--- config.mk ---
export PLATFORM = sky130hd
export DESIGN_NAME = bbc_regs
export DESIGN_NICKNAME = d
export VERILOG_FILES = /design/src/hdl/bbc_pkg.sv /design/src/hdl/bbc_regs.sv
export SDC_FILE = /design/constraint.sdc
export NUM_CORES = 1
export LEC_CHECK = 0
export ABC_AREA = 1
export BUFFER_PORTS_ARGS = -buffer_cell sky130_fd_sc_hd__buf_2
export CAP_MARGIN = 0
export CELL_PAD_IN_SITES_DETAIL_PLACEMENT = 1
export CELL_PAD_IN_SITES_GLOBAL_PLACEMENT = 1
export CORE_MARGIN = 4
export CORE_UTILIZATION = 32
export DETAILED_ROUTE_END_ITERATION = 10
export PLACE_DENSITY = 0.83
export SLEW_MARGIN = 10
export SYNTH_ARGS = -nofsm -noshare
export SYNTH_HDL_FRONTEND = slang
export SYNTH_SLANG_ARGS = --single-unit
--- constraint.sdc ---
create_clock -name hclk -period 1.87 [get_ports hclk]
set_input_delay 0.187 -clock hclk [delete_from_list [all_inputs] [get_ports hclk]]
set_output_delay 0.187 -clock hclk [all_outputs]
set_load 0.01 [all_outputs]
--- src/hdl/bbc_pkg.sv ---
package bbc_pkg;

   // ==========================================================================
   // Register indices (printed offsets, not all multiples of four)
   // ==========================================================================
   localparam logic [7:0] BBC_IDX_STBY_VOLT   = 8'h3D;
   localparam logic [7:0] BBC_IDX_SLEEP_VOLT  = 8'h3E;
   localparam logic [7:0] BBC_IDX_MODE_SELECT = 8'h3F;
   localparam logic [7:0] BBC_IDX_CONFIG      = 8'h40;
   localparam logic [7:0] BBC_IDX_BOOST_CTL   = 8'h66;

   // ==========================================================================
   // Writable bit masks; all other bits are reserved and read zero
   // ==========================================================================
   localparam logic [7:0] BBC_MASK_VOLT   = 8'h1F;
   localparam logic [7:0] BBC_MASK_MODE   = 8'h2F;
   localparam logic [7:0] BBC_MASK_CONFIG = 8'h7D;
   localparam logic [7:0] BBC_MASK_BOOST  = 8'h6F;

   // ==========================================================================
   // Field positions
   // ==========================================================================
   localparam int BBC_VOLT_MSB       = 4;
   localparam int BBC_OFF_STATE_BIT  = 5;
   localparam int BBC_SWMODE_MSB     = 3;
   localparam int BBC_RAMP_BIT       = 6;
   localparam int BBC_PHASE_LSB      = 4;
   localparam int BBC_FREQ_LSB       = 2;
   localparam int BBC_ILIM_BIT       = 0;
   localparam int BBC_BST_STBY_LSB   = 5;
   localparam int BBC_BST_NORM_LSB   = 2;
   localparam int BBC_BST_VOLT_LSB   = 0;

   // ==========================================================================
   // Boost switching modes
   // ==========================================================================
   typedef enum logic [1:0] {
      BBC_BST_OFF  = 2'b00,
      BBC_BST_PFM  = 2'b01,
      BBC_BST_AUTO = 2'b10,
      BBC_BST_APS  = 2'b11
   } bbc_bst_mode_t;

   // ==========================================================================
   // Ramp timing
   // ==========================================================================
   localparam int BBC_CLK_MHZ        = 50;
   localparam int BBC_RAMP_FAST_NS   = 2000;
   localparam int BBC_RAMP_SLOW_NS   = 4000;
   localparam int BBC_RAMP_FAST_CYC  = BBC_RAMP_FAST_NS * BBC_CLK_MHZ / 1000;
   localparam int BBC_RAMP_SLOW_CYC  = BBC_RAMP_SLOW_NS * BBC_CLK_MHZ / 1000;

   // ==========================================================================
   // AHB codes
   // ==========================================================================
   localparam logic [1:0] BBC_HTRANS_NONSEQ = 2'h2;
   localparam logic [2:0] BBC_HSIZE_WORD    = 3'h2;
   localparam logic       BBC_HRESP_OKAY    = 1'h0;

endpackage

--- src/hdl/bbc_regs.sv ---
// Operation
// RL1 - Sleep voltage: five bits, upper bits zero
// RL2 - Standby voltage: five-bit code in 4:0
// RL3 - Mode bit 5: off or sleep after turnoff
// RL4 - Mode bits 3:0: buck switching mode selector
// RL5 - Config bit 6: ramp step every 2 or 4us
// RL6 - Config bits 5:4: phase clock, reset zero
// RL7 - Config bits 3:2: switching frequency select
// RL8 - Config bit 0: current limit select
// RL9 - Boost bits 6:5: standby switching mode
// RL10 - Boost bits 3:2: normal switching mode
// RL11 - Boost bits 1:0: output voltage code
// RL12 - Auto mode picks PFM or APS by load
// RL13 - Boost starts in auto mode when sequenced
// RL14 - Fields load defaults from OTP at reset
// RL15 - Registers readable and writable at any time; a write issued in the data phase of a previous write is dropped
// RL16 - Reserved bits ignore writes, read zero
//
// The AHB-Lite register port was left to the implementer.
module bbc_regs
   import bbc_pkg::*;
(
   input  wire logic        hclk,
   input  wire logic        hresetn,
   input  wire logic        hsel,
   input  wire logic [31:0] haddr,
   input  wire logic [1:0]  htrans,
   input  wire logic        hwrite,
   input  wire logic [2:0]  hsize,
   input  wire logic [31:0] hwdata,
   input  wire logic        hready,
   output logic      [31:0] hrdata,
   output logic             hreadyout,
   output logic             hresp,
   input  wire logic        otp_load,
   input  wire logic [7:0]  otp_stby_volt,
   input  wire logic [7:0]  otp_sleep_volt,
   input  wire logic [7:0]  otp_mode_select,
   input  wire logic [7:0]  otp_config,
   input  wire logic [7:0]  otp_boost_ctl,
   input  wire logic        boost_seq_enable,
   input  wire logic        boost_standby,
   input  wire logic        boost_heavy_load,
   output logic      [4:0]  buck3_standby_voltage,
   output logic      [4:0]  buck3_sleep_voltage,
   output logic             buck3_off_state_select,
   output logic      [3:0]  buck3_switch_mode,
   output logic             buck3_ramp_speed,
   output logic      [1:0]  buck3_phase_clock,
   output logic      [1:0]  buck3_switch_frequency,
   output logic             buck3_current_limit,
   output logic             buck3_ramp_tick,
   output logic      [1:0]  boost_voltage_code,
   output logic      [1:0]  boost_active_mode
);

   // ==========================================================================
   // State
   // ==========================================================================
   typedef struct packed {
      logic [7:0]  stby_volt;
      logic [7:0]  sleep_volt;
      logic [7:0]  mode_select;
      logic [7:0]  config_r;
      logic [7:0]  boost_ctl;
      logic        wr_pend;
      logic [7:0]  wr_idx;
      logic [31:0] rdata;
      logic        otp_done;
      logic        seq_en_d;
      logic [7:0]  ramp_cnt;
      logic        ramp_tick;
      logic [1:0]  bst_mode;
   } bbc_state_t;

   bbc_state_t st_ff;
   bbc_state_t nxt_st;

   logic        addr_ok;
   logic [7:0]  addr_idx;
   logic        req;
   logic [7:0]  wbyte;
   logic [7:0]  rd_val;
   logic [1:0]  sel_mode;
   logic [7:0]  ramp_limit;

   assign addr_idx = haddr[9:2];
   assign addr_ok  = (haddr[31:10] == 22'h0) && (haddr[1:0] == 2'h0);
   assign req      = hsel && hready && htrans[1];
   assign wbyte    = hwdata[7:0];

   // ==========================================================================
   // Read mux
   // ==========================================================================
   always_comb begin
      rd_val = 8'h00;
      if (addr_ok) begin
         // RL16 reserved bits zero
         unique case (addr_idx)
            BBC_IDX_STBY_VOLT:   rd_val = st_ff.stby_volt & BBC_MASK_VOLT;
            BBC_IDX_SLEEP_VOLT:  rd_val = st_ff.sleep_volt & BBC_MASK_VOLT;
            BBC_IDX_MODE_SELECT: rd_val = st_ff.mode_select & BBC_MASK_MODE;
            BBC_IDX_CONFIG:      rd_val = st_ff.config_r & BBC_MASK_CONFIG;
            BBC_IDX_BOOST_CTL:   rd_val = st_ff.boost_ctl & BBC_MASK_BOOST;
            default:             rd_val = 8'h00;
         endcase
      end
   end

   // ==========================================================================
   // Next state
   // ==========================================================================
   always_comb begin
      nxt_st = st_ff;
      // RL15 always accessible
      nxt_st.wr_pend = req && hwrite && addr_ok;
      if (req) begin
         nxt_st.wr_idx = addr_idx;
         nxt_st.rdata  = hwrite ? 32'h0 : {24'h0, rd_val};
      end

      // RL16 masked write
      if (st_ff.wr_pend) begin
         unique case (st_ff.wr_idx)
            // RL2 standby voltage
            BBC_IDX_STBY_VOLT:   nxt_st.stby_volt = wbyte & BBC_MASK_VOLT;
            // RL1 sleep voltage
            BBC_IDX_SLEEP_VOLT:  nxt_st.sleep_volt = wbyte & BBC_MASK_VOLT;
            // RL3 RL4 mode select
            BBC_IDX_MODE_SELECT: nxt_st.mode_select = wbyte & BBC_MASK_MODE;
            // RL6 RL7 RL8 config
            BBC_IDX_CONFIG:      nxt_st.config_r = wbyte & BBC_MASK_CONFIG;
            // RL9 RL10 RL11 boost control
            BBC_IDX_BOOST_CTL:   nxt_st.boost_ctl = wbyte & BBC_MASK_BOOST;
            default:             nxt_st.wr_pend = 1'b0;
         endcase
         nxt_st.wr_pend = 1'b0;
      end

      // RL14 load OTP once
      if (otp_load && !st_ff.otp_done) begin
         nxt_st.otp_done    = 1'b1;
         nxt_st.stby_volt   = otp_stby_volt & BBC_MASK_VOLT;
         nxt_st.sleep_volt  = otp_sleep_volt & BBC_MASK_VOLT;
         nxt_st.mode_select = otp_mode_select & BBC_MASK_MODE;
         nxt_st.config_r    = otp_config & BBC_MASK_CONFIG & 8'hCF;
         nxt_st.boost_ctl   = otp_boost_ctl & BBC_MASK_BOOST;
      end

      // RL13 auto on sequence
      nxt_st.seq_en_d = boost_seq_enable;
      if (boost_seq_enable && !st_ff.seq_en_d) begin
         nxt_st.boost_ctl[BBC_BST_NORM_LSB +: 2] = BBC_BST_AUTO;
      end

      // RL12 auto picks by load
      sel_mode = boost_standby ? nxt_st.boost_ctl[BBC_BST_STBY_LSB +: 2]
                               : nxt_st.boost_ctl[BBC_BST_NORM_LSB +: 2];
      if (!boost_seq_enable) begin
         nxt_st.bst_mode = BBC_BST_OFF;
      end else if (sel_mode == BBC_BST_AUTO) begin
         nxt_st.bst_mode = boost_heavy_load ? BBC_BST_APS : BBC_BST_PFM;
      end else begin
         nxt_st.bst_mode = sel_mode;
      end

      // RL5 ramp step pacing
      ramp_limit = st_ff.config_r[BBC_RAMP_BIT] ? 8'(BBC_RAMP_SLOW_CYC - 1)
                                                : 8'(BBC_RAMP_FAST_CYC - 1);
      nxt_st.ramp_tick = 1'b0;
      if (st_ff.ramp_cnt >= ramp_limit) begin
         nxt_st.ramp_cnt  = 8'h00;
         nxt_st.ramp_tick = 1'b1;
      end else begin
         nxt_st.ramp_cnt = st_ff.ramp_cnt + 8'h01;
      end
   end

   // ==========================================================================
   // Registers
   // ==========================================================================
   always_ff @(posedge hclk or negedge hresetn) begin
      if (!hresetn) begin
         st_ff <= '0;
      end else begin
         st_ff <= nxt_st;
      end
   end

   // ==========================================================================
   // Outputs
   // ==========================================================================
   assign hrdata                 = st_ff.rdata;
   assign hreadyout              = 1'b1;
   assign hresp                  = BBC_HRESP_OKAY;
   assign buck3_standby_voltage  = st_ff.stby_volt[BBC_VOLT_MSB:0];
   assign buck3_sleep_voltage    = st_ff.sleep_volt[BBC_VOLT_MSB:0];
   assign buck3_off_state_select = st_ff.mode_select[BBC_OFF_STATE_BIT];
   assign buck3_switch_mode      = st_ff.mode_select[BBC_SWMODE_MSB:0];
   assign buck3_ramp_speed       = st_ff.config_r[BBC_RAMP_BIT];
   assign buck3_phase_clock      = st_ff.config_r[BBC_PHASE_LSB +: 2];
   assign buck3_switch_frequency = st_ff.config_r[BBC_FREQ_LSB +: 2];
   assign buck3_current_limit    = st_ff.config_r[BBC_ILIM_BIT];
   assign buck3_ramp_tick        = st_ff.ramp_tick;
   assign boost_voltage_code     = st_ff.boost_ctl[BBC_BST_VOLT_LSB +: 2];
   assign boost_active_mode      = st_ff.bst_mode;

   // ==========================================================================
   // Checks
   // ==========================================================================
   chk_sleep_reserved: assert property (@(posedge hclk) disable iff (!hresetn) // RL1
      st_ff.sleep_volt[7:5] == 3'h0) else $error("sleep voltage reserved bits set");

   chk_stby_write: assert property (@(posedge hclk) disable iff (!hresetn) // RL2
      (st_ff.wr_pend && st_ff.wr_idx == BBC_IDX_STBY_VOLT && !(otp_load && !st_ff.otp_done))
      |=> buck3_standby_voltage == $past(hwdata[4:0]))
      else $error("standby voltage write lost");

   chk_off_state: assert property (@(posedge hclk) disable iff (!hresetn) // RL3
      buck3_off_state_select == st_ff.mode_select[5]) else $error("off state mismatch");

   chk_mode_reserved: assert property (@(posedge hclk) disable iff (!hresetn) // RL4
      (st_ff.mode_select & ~BBC_MASK_MODE) == 8'h00) else $error("mode reserved bits set");

   chk_ramp_period: assert property (@(posedge hclk) disable iff (!hresetn) // RL5
      (buck3_ramp_tick && !buck3_ramp_speed && $stable(st_ff.config_r)) |=>
      (!buck3_ramp_tick [*8]))
      else $error("ramp ticks too close");

   chk_phase_otp: assert property (@(posedge hclk) disable iff (!hresetn) // RL6
      (otp_load && !st_ff.otp_done) |=> buck3_phase_clock == 2'h0)
      else $error("phase clock not cleared on load");

   chk_cfg_reserved: assert property (@(posedge hclk) disable iff (!hresetn) // RL8
      st_ff.config_r[7] == 1'b0 && st_ff.config_r[1] == 1'b0)
      else $error("config reserved bits set");

   chk_boost_auto: assert property (@(posedge hclk) disable iff (!hresetn) // RL12
      (boost_seq_enable && !boost_standby && st_ff.boost_ctl[3:2] == BBC_BST_AUTO
       && $stable(st_ff.boost_ctl) && !st_ff.wr_pend) |=> boost_active_mode == ($past(boost_heavy_load)
       ? BBC_BST_APS : BBC_BST_PFM)) else $error("auto mode choice wrong");

   chk_boost_start: assert property (@(posedge hclk) disable iff (!hresetn) // RL13
      $rose(boost_seq_enable) |=> st_ff.boost_ctl[3:2] == BBC_BST_AUTO)
      else $error("boost not auto at enable");

   chk_read_ready: assert property (@(posedge hclk) disable iff (!hresetn) // RL15
      hreadyout && hresp == BBC_HRESP_OKAY) else $error("bus not ready");

   // ==========================================================================
   // Write landing, mode selection, ramp pacing and reserved bit checks
   // ==========================================================================
   logic otp_hit;
   assign otp_hit = otp_load && !st_ff.otp_done;

   chk_sleep_write: assert property (@(posedge hclk) disable iff (!hresetn) // RL1
      (st_ff.wr_pend && st_ff.wr_idx == BBC_IDX_SLEEP_VOLT && !otp_hit)
      |=> buck3_sleep_voltage == $past(hwdata[4:0]))
      else $error("sleep voltage write lost");

   chk_stby_reserved: assert property (@(posedge hclk) disable iff (!hresetn) // RL2
      st_ff.stby_volt[7:5] == 3'h0) else $error("standby voltage reserved bits set");

   chk_off_write: assert property (@(posedge hclk) disable iff (!hresetn) // RL3
      (st_ff.wr_pend && st_ff.wr_idx == BBC_IDX_MODE_SELECT && !otp_hit)
      |=> buck3_off_state_select == $past(hwdata[5]))
      else $error("off state write lost");

   chk_mode_write: assert property (@(posedge hclk) disable iff (!hresetn) // RL4
      (st_ff.wr_pend && st_ff.wr_idx == BBC_IDX_MODE_SELECT && !otp_hit)
      |=> buck3_switch_mode == $past(hwdata[3:0]))
      else $error("switch mode write lost");

   chk_ramp_write: assert property (@(posedge hclk) disable iff (!hresetn) // RL5
      (st_ff.wr_pend && st_ff.wr_idx == BBC_IDX_CONFIG && !otp_hit)
      |=> buck3_ramp_speed == $past(hwdata[6]))
      else $error("ramp speed write lost");

   chk_ramp_bound: assert property (@(posedge hclk) disable iff (!hresetn) // RL5
      st_ff.ramp_cnt <= 8'(BBC_RAMP_SLOW_CYC - 1)) else $error("ramp counter overrun");

   chk_ramp_pulse: assert property (@(posedge hclk) disable iff (!hresetn) // RL5
      buck3_ramp_tick |=> !buck3_ramp_tick)
      else $error("ramp tick longer than one cycle");

   chk_phase_write: assert property (@(posedge hclk) disable iff (!hresetn) // RL6
      (st_ff.wr_pend && st_ff.wr_idx == BBC_IDX_CONFIG && !otp_hit)
      |=> buck3_phase_clock == $past(hwdata[5:4]))
      else $error("phase clock write lost");

   chk_freq_write: assert property (@(posedge hclk) disable iff (!hresetn) // RL7
      (st_ff.wr_pend && st_ff.wr_idx == BBC_IDX_CONFIG && !otp_hit)
      |=> buck3_switch_frequency == $past(hwdata[3:2]))
      else $error("switch frequency write lost");

   chk_ilim_write: assert property (@(posedge hclk) disable iff (!hresetn) // RL8
      (st_ff.wr_pend && st_ff.wr_idx == BBC_IDX_CONFIG && !otp_hit)
      |=> buck3_current_limit == $past(hwdata[0]))
      else $error("current limit write lost");

   chk_bst_stby_write: assert property (@(posedge hclk) disable iff (!hresetn) // RL9
      (st_ff.wr_pend && st_ff.wr_idx == BBC_IDX_BOOST_CTL && !otp_hit)
      |=> st_ff.boost_ctl[6:5] == $past(hwdata[6:5]))
      else $error("boost standby mode write lost");

   chk_bst_stby_sel: assert property (@(posedge hclk) disable iff (!hresetn) // RL9
      (boost_seq_enable && boost_standby && st_ff.boost_ctl[6:5] != BBC_BST_AUTO
       && !st_ff.wr_pend && !otp_hit)
      |=> boost_active_mode == $past(st_ff.boost_ctl[6:5]))
      else $error("boost standby mode not applied");

   chk_bst_norm_write: assert property (@(posedge hclk) disable iff (!hresetn) // RL10
      (st_ff.wr_pend && st_ff.wr_idx == BBC_IDX_BOOST_CTL && !otp_hit
       && !$rose(boost_seq_enable))
      |=> st_ff.boost_ctl[3:2] == $past(hwdata[3:2]))
      else $error("boost normal mode write lost");

   chk_bst_norm_sel: assert property (@(posedge hclk) disable iff (!hresetn) // RL10
      (boost_seq_enable && !boost_standby && st_ff.boost_ctl[3:2] != BBC_BST_AUTO
       && !st_ff.wr_pend && !otp_hit && !$rose(boost_seq_enable))
      |=> boost_active_mode == $past(st_ff.boost_ctl[3:2]))
      else $error("boost normal mode not applied");

   chk_bst_volt_write: assert property (@(posedge hclk) disable iff (!hresetn) // RL11
      (st_ff.wr_pend && st_ff.wr_idx == BBC_IDX_BOOST_CTL && !otp_hit)
      |=> boost_voltage_code == $past(hwdata[1:0]))
      else $error("boost voltage write lost");

   chk_bst_off: assert property (@(posedge hclk) disable iff (!hresetn) // RL12
      !boost_seq_enable |=> boost_active_mode == BBC_BST_OFF)
      else $error("boost active while not enabled");

   chk_write_taken: assert property (@(posedge hclk) disable iff (!hresetn) // RL15
      (hsel && hready && htrans[1] && hwrite && addr_ok) |=> st_ff.wr_pend)
      else $error("write request not taken");

   chk_bst_reserved: assert property (@(posedge hclk) disable iff (!hresetn) // RL16
      (st_ff.boost_ctl & ~BBC_MASK_BOOST) == 8'h00) else $error("boost reserved bits set");

   chk_rdata_upper: assert property (@(posedge hclk) disable iff (!hresetn) // RL16
      hrdata[31:8] == 24'h0) else $error("read data upper bits set");

endmodule

# Word-level counts from Yosys, hierarchy flattened
# Cells that the tools add are included.
# Widths: inputs -> output; s select.
# word_totals
register_bits	83
inputBits	118
output_inout_bits	60
wordCells	67
# classes
add_sub_neg	1
magnitude_cmp	1
n_eq_ne	11
muxes	18
reduce_logical	22
# ops
operator	n
$mux 8	8
$eq 8x6->1 const B	6
$mux 38	1
$mux 37	1
$pmux 7 s5	1
$eq 8x7->1 const B	4
$logic_not 22->1	1
$reduce_bool 2->1	6
$mux 2	5
$reduce_and 2->1	5
$add 8x1->8 const B	1
$ge 8x8->1	1
$logic_and 1x1->1	7
$mux 5	1
$eq 2x2->1 const B	1
$logic_not 1->1	2
$logic_not 2->1	1
$mux 1	1

# Longest topological paths before layout
# depth
depth_word	11
mapped_depth	12
depth_no_buf	11

# Worst setup path before layout
# OpenSTA, ideal clock, no wires.
# synth_path
kind	reg-to-reg
from	register st_ff (netlist bit buck3_ramp_speed)
to	register st_ff[7] in the netlist's numbering
setup_ps	89
arrival_ps	1430
t_required_ps	1781
setup_slack_ps	351
stages_incl_launch_ff	7
n_path_buf	0
synth_period_minus_slack_ps	1519
cell_sequence	dfrtp_1 > inv_1 > ha_1 > a211o_1 > nand4_1 > nand2_1 > nor3b_1
# synth_rtl
item	line	source
start: declaration	bbc_regs.sv:76	bbc_state_t st_ff;
start signal: assignment	bbc_regs.sv:186	st_ff <= nxt_st;

==> impl_metrics.tcl <==
set metrics [dict create \
    synth_edf_count 0 \
    cts_tree "built" \
    critPathMaxFanout 9 \
    p_clk_frac 0.285 \
    grt_max_degree 30 \
    antenna_left 0 \
    dp_cells 675 \
    path_cells "inv_1, ha_1, a211o_1, nand4_1, nand2_1, nor3b_1" \
    die_y_um 112 \
    post_cts_buffers 0 \
    vias 3254 \
    p_int_mw 1.81 \
    arrival_ps 1930 \
    skew_ps 8.69 \
    worstMarginPinSlew_ps 505 \
    combPwrFrac 0.175 \
    crit_path_top_delay_cell "dfrtp_1" \
    ys_warn_count 0 \
    coreArea_um2 10500 \
    power_density_nw_per_um2 639 \
    io_pins 178 \
    grt_pass1_vias 3543 \
    finish.instance_area_um2 4030 \
    switching_share 0.298 \
    fp-row-count 37 \
    synth_common_cells "133 x nand2_1, 58 x buf_4, 56 x dfrtp_1, 37 x nand3_1, 35 x inv_1" \
    p_leak_nw 2.20 \
    dieArea_um2 12700 \
    critPathKind "register to register" \
    netlist_area_um2 3490 \
    ys_seq_area_frac 0.401 \
    max_freq_ghz 0.589 \
    dr.pass1.iters 4 \
    finalSetupTns_ps 0 \
    numCtsBuffers 5 \
    ctsHtreeMaxLevel 2 \
    min_path_type "input port to register" \
    grt_setup_unrepaired "no" \
    crit_path_max_incr_delay_ps 420 \
    cts_sinks 56 \
    hpwl_um 8980 \
    relSlewSlack 0.661 \
    io_buffers 106 \
    synthMostInstantiatedCell "nand2_1" \
    layout-drive-gt1-share 0.289 \
    worstPathRequired_ps 2100 \
    root_buffer "clkbuf_8" \
    antenna_found_initial 0 \
    avgSynthCellArea_um2 7.61 \
    synth_top_area_frac 0.401 \
    ys_async_sr_fraction 1.00 \
    start_kind "register" \
    die_width_um 112 \
    reg2reg_depth 6 \
    num_antenna_cells 0 \
    gr-total-overflow 0 \
    drt-vias-per-instance 4.76 \
    grt_pass1_wl_um 17500 \
    netlist_instances 459 \
    start_util 0.334 \
    drc_errors 0 \
    grt_usage 0.172 \
    power_switching_mw 0.769 \
    place_area_um2 3920 \
    wl_um 10900 \
    power.share.sequential 0.541 \
    fin_crit_sh 0.908 \
    setup_viol 0 \
    drt_iter0_drc 192 \
    synth.area.top_cells "dfrtp_1 40%, nand2_1 14%, buf_4 12%, nand3_1 5.3%, inv_1 3.8%" \
    place_congestion 0.885 \
    syn_to_final_growth_pct 15.4 \
    synth.largest_area_cell "dfrtp_1" \
    instances_no_fill 683 \
    yosys_most_used_dff "dfrtp_1" \
    whs_path_depth 1 \
    nets 669 \
    maxCapViolations 0 \
    status "finished clean" \
    wire_per_inst_um 15.9 \
    finalHoldViolCount 0 \
    ys_seq_elements 56 \
    ir_drop_v 0.000248 \
    clock_latency_ps 320 \
    clock_path_buffers 2 \
    drv_slew 0 \
    synth_cell_type_count 36 \
    endpoint_kind "register" \
    fin_crit_ps 1700 \
    clk_pin_slew_ps 90 \
]
kinds of logic (layout without fill, tap and decap cells):
kind of cell | after synthesis | count (layout) | share of synthesized area
AOI/OAI and AO/OA | 44 | 44 | 0.0784
xor gates and xnor gates | 1 | 1 | 0.00251
adders and majority gates | 4 | 4 | 0.0143
buffers and inverters | 109 | 172 | 0.180
DFF | 56 | 56 | 0.401
other | 2 | 27 | 0.00215
and+or+nand+nor | 243 | 243 | 0.322
power groups by stage:
stage / Combinational [mW] / Sequential [mW] / Clock [mW]
after detailed placement: 0.452 / 1.41 / 0
after global routing: 0.507 / 1.41 / 0.785
after floorplan: 0.332 / 1.38 / 0
final: 0.450 / 1.39 / 0.734
after global placement: 0.431 / 1.41 / 0
after CTS: 0.456 / 1.39 / 0.754
path summary, 6_finish.rpt:
path | end | from | slack (ps)
setup / recovery | st_ff[7] | buck3_ramp_speed | 170
hold / removal | st_ff[11] | boost_seq_enable | 20
setup reg to reg | st_ff[7] | buck3_ramp_speed | 170
hold reg to reg | hrdata[5] | hrdata[5] | 500
max in group asynchronous | st_ff[53] | hresetn | 1130
min in group asynchronous | st_ff[5] | hresetn | 430
cells in the final DEF (no fill, tap or decap), types with 4 or more instances in the layout:
cell      netlist  routed
inv_1          35      35
a21oi_1         7       7
nor2_2          4       4
buf_2           1     106
buf_4          58      12
nand4_1         7       7
inv_2          11      11
conb_1          2      27
nand3_1        37      37
nor3_4          4       4
nand2_1       133     133
nor2_1         32      32
ha_1            4       4
dfrtp_1        56      55
o21ai_0        13      13
clkbuf_8        0       7
o211ai_1       15      15
nor3_1          9       9
critical path, delay by kind of cell (launching register included):
kind	cells	cell delay [ps]
AO/OA/AOI/OAI	1	290
AND/OR/NAND/NOR	3	510
flip-flops	1	420
buffers and inverters	1	150
adder cells (fa/ha/maj)	1	260
layout make-up:
cell class	instances	area (um2)
inverters	46	173
flip-flops and latches	56	1400
multi-input cells	319	1560
clock buffers	7	96.3
fillers	1392	6430
well taps	136	170
repair buffers	119	631
sequential cells by signal, indices dropped and copies added, names as in the netlist:
name,flops
st_ff,23
hrdata,7
buck3_sleep_voltage,5
buck3_standby_voltage,5
buck3_switch_mode,4
boost_active_mode,2
boost_voltage_code,2
buck3_phase_clock,2
buck3_switch_frequency,2
buck3_current_limit,1
buck3_off_state_select,1
buck3_ramp_speed,1
buck3_ramp_tick,1
metal layers:
layer,up-vias,wire (um),global-route usage,part of all wire
li1,1568,-,-,-
met1,1568,4620,0.212,0.42
met2,98,5360,0.300,0.49
met3,20,601,0.0302,0.055
met4,0,312,0.0633,0.029
met5,-,0,0,0
stage by stage:
stage	worst slack, ps	power, mW	utilization	hold slack (ps)
floorplan	351	1.72	-	-109
global placement	218	1.84	0.375	243
detailed placement	193	1.87	0.375	252
CTS	165	2.60	0.385	16.9
global route	0.326	2.70	0.385	27.5
finish	173	2.58	0.385	24.4
timing repair:
item                                   4_1_cts  5_1_grt
endpoints found under the hold margin       56        0
setup endpoints to repair                    0        2
hold buffers                                 1        0
gates resized for setup                      0        1
Note: power is estimated with default switching activity, not from simulation.
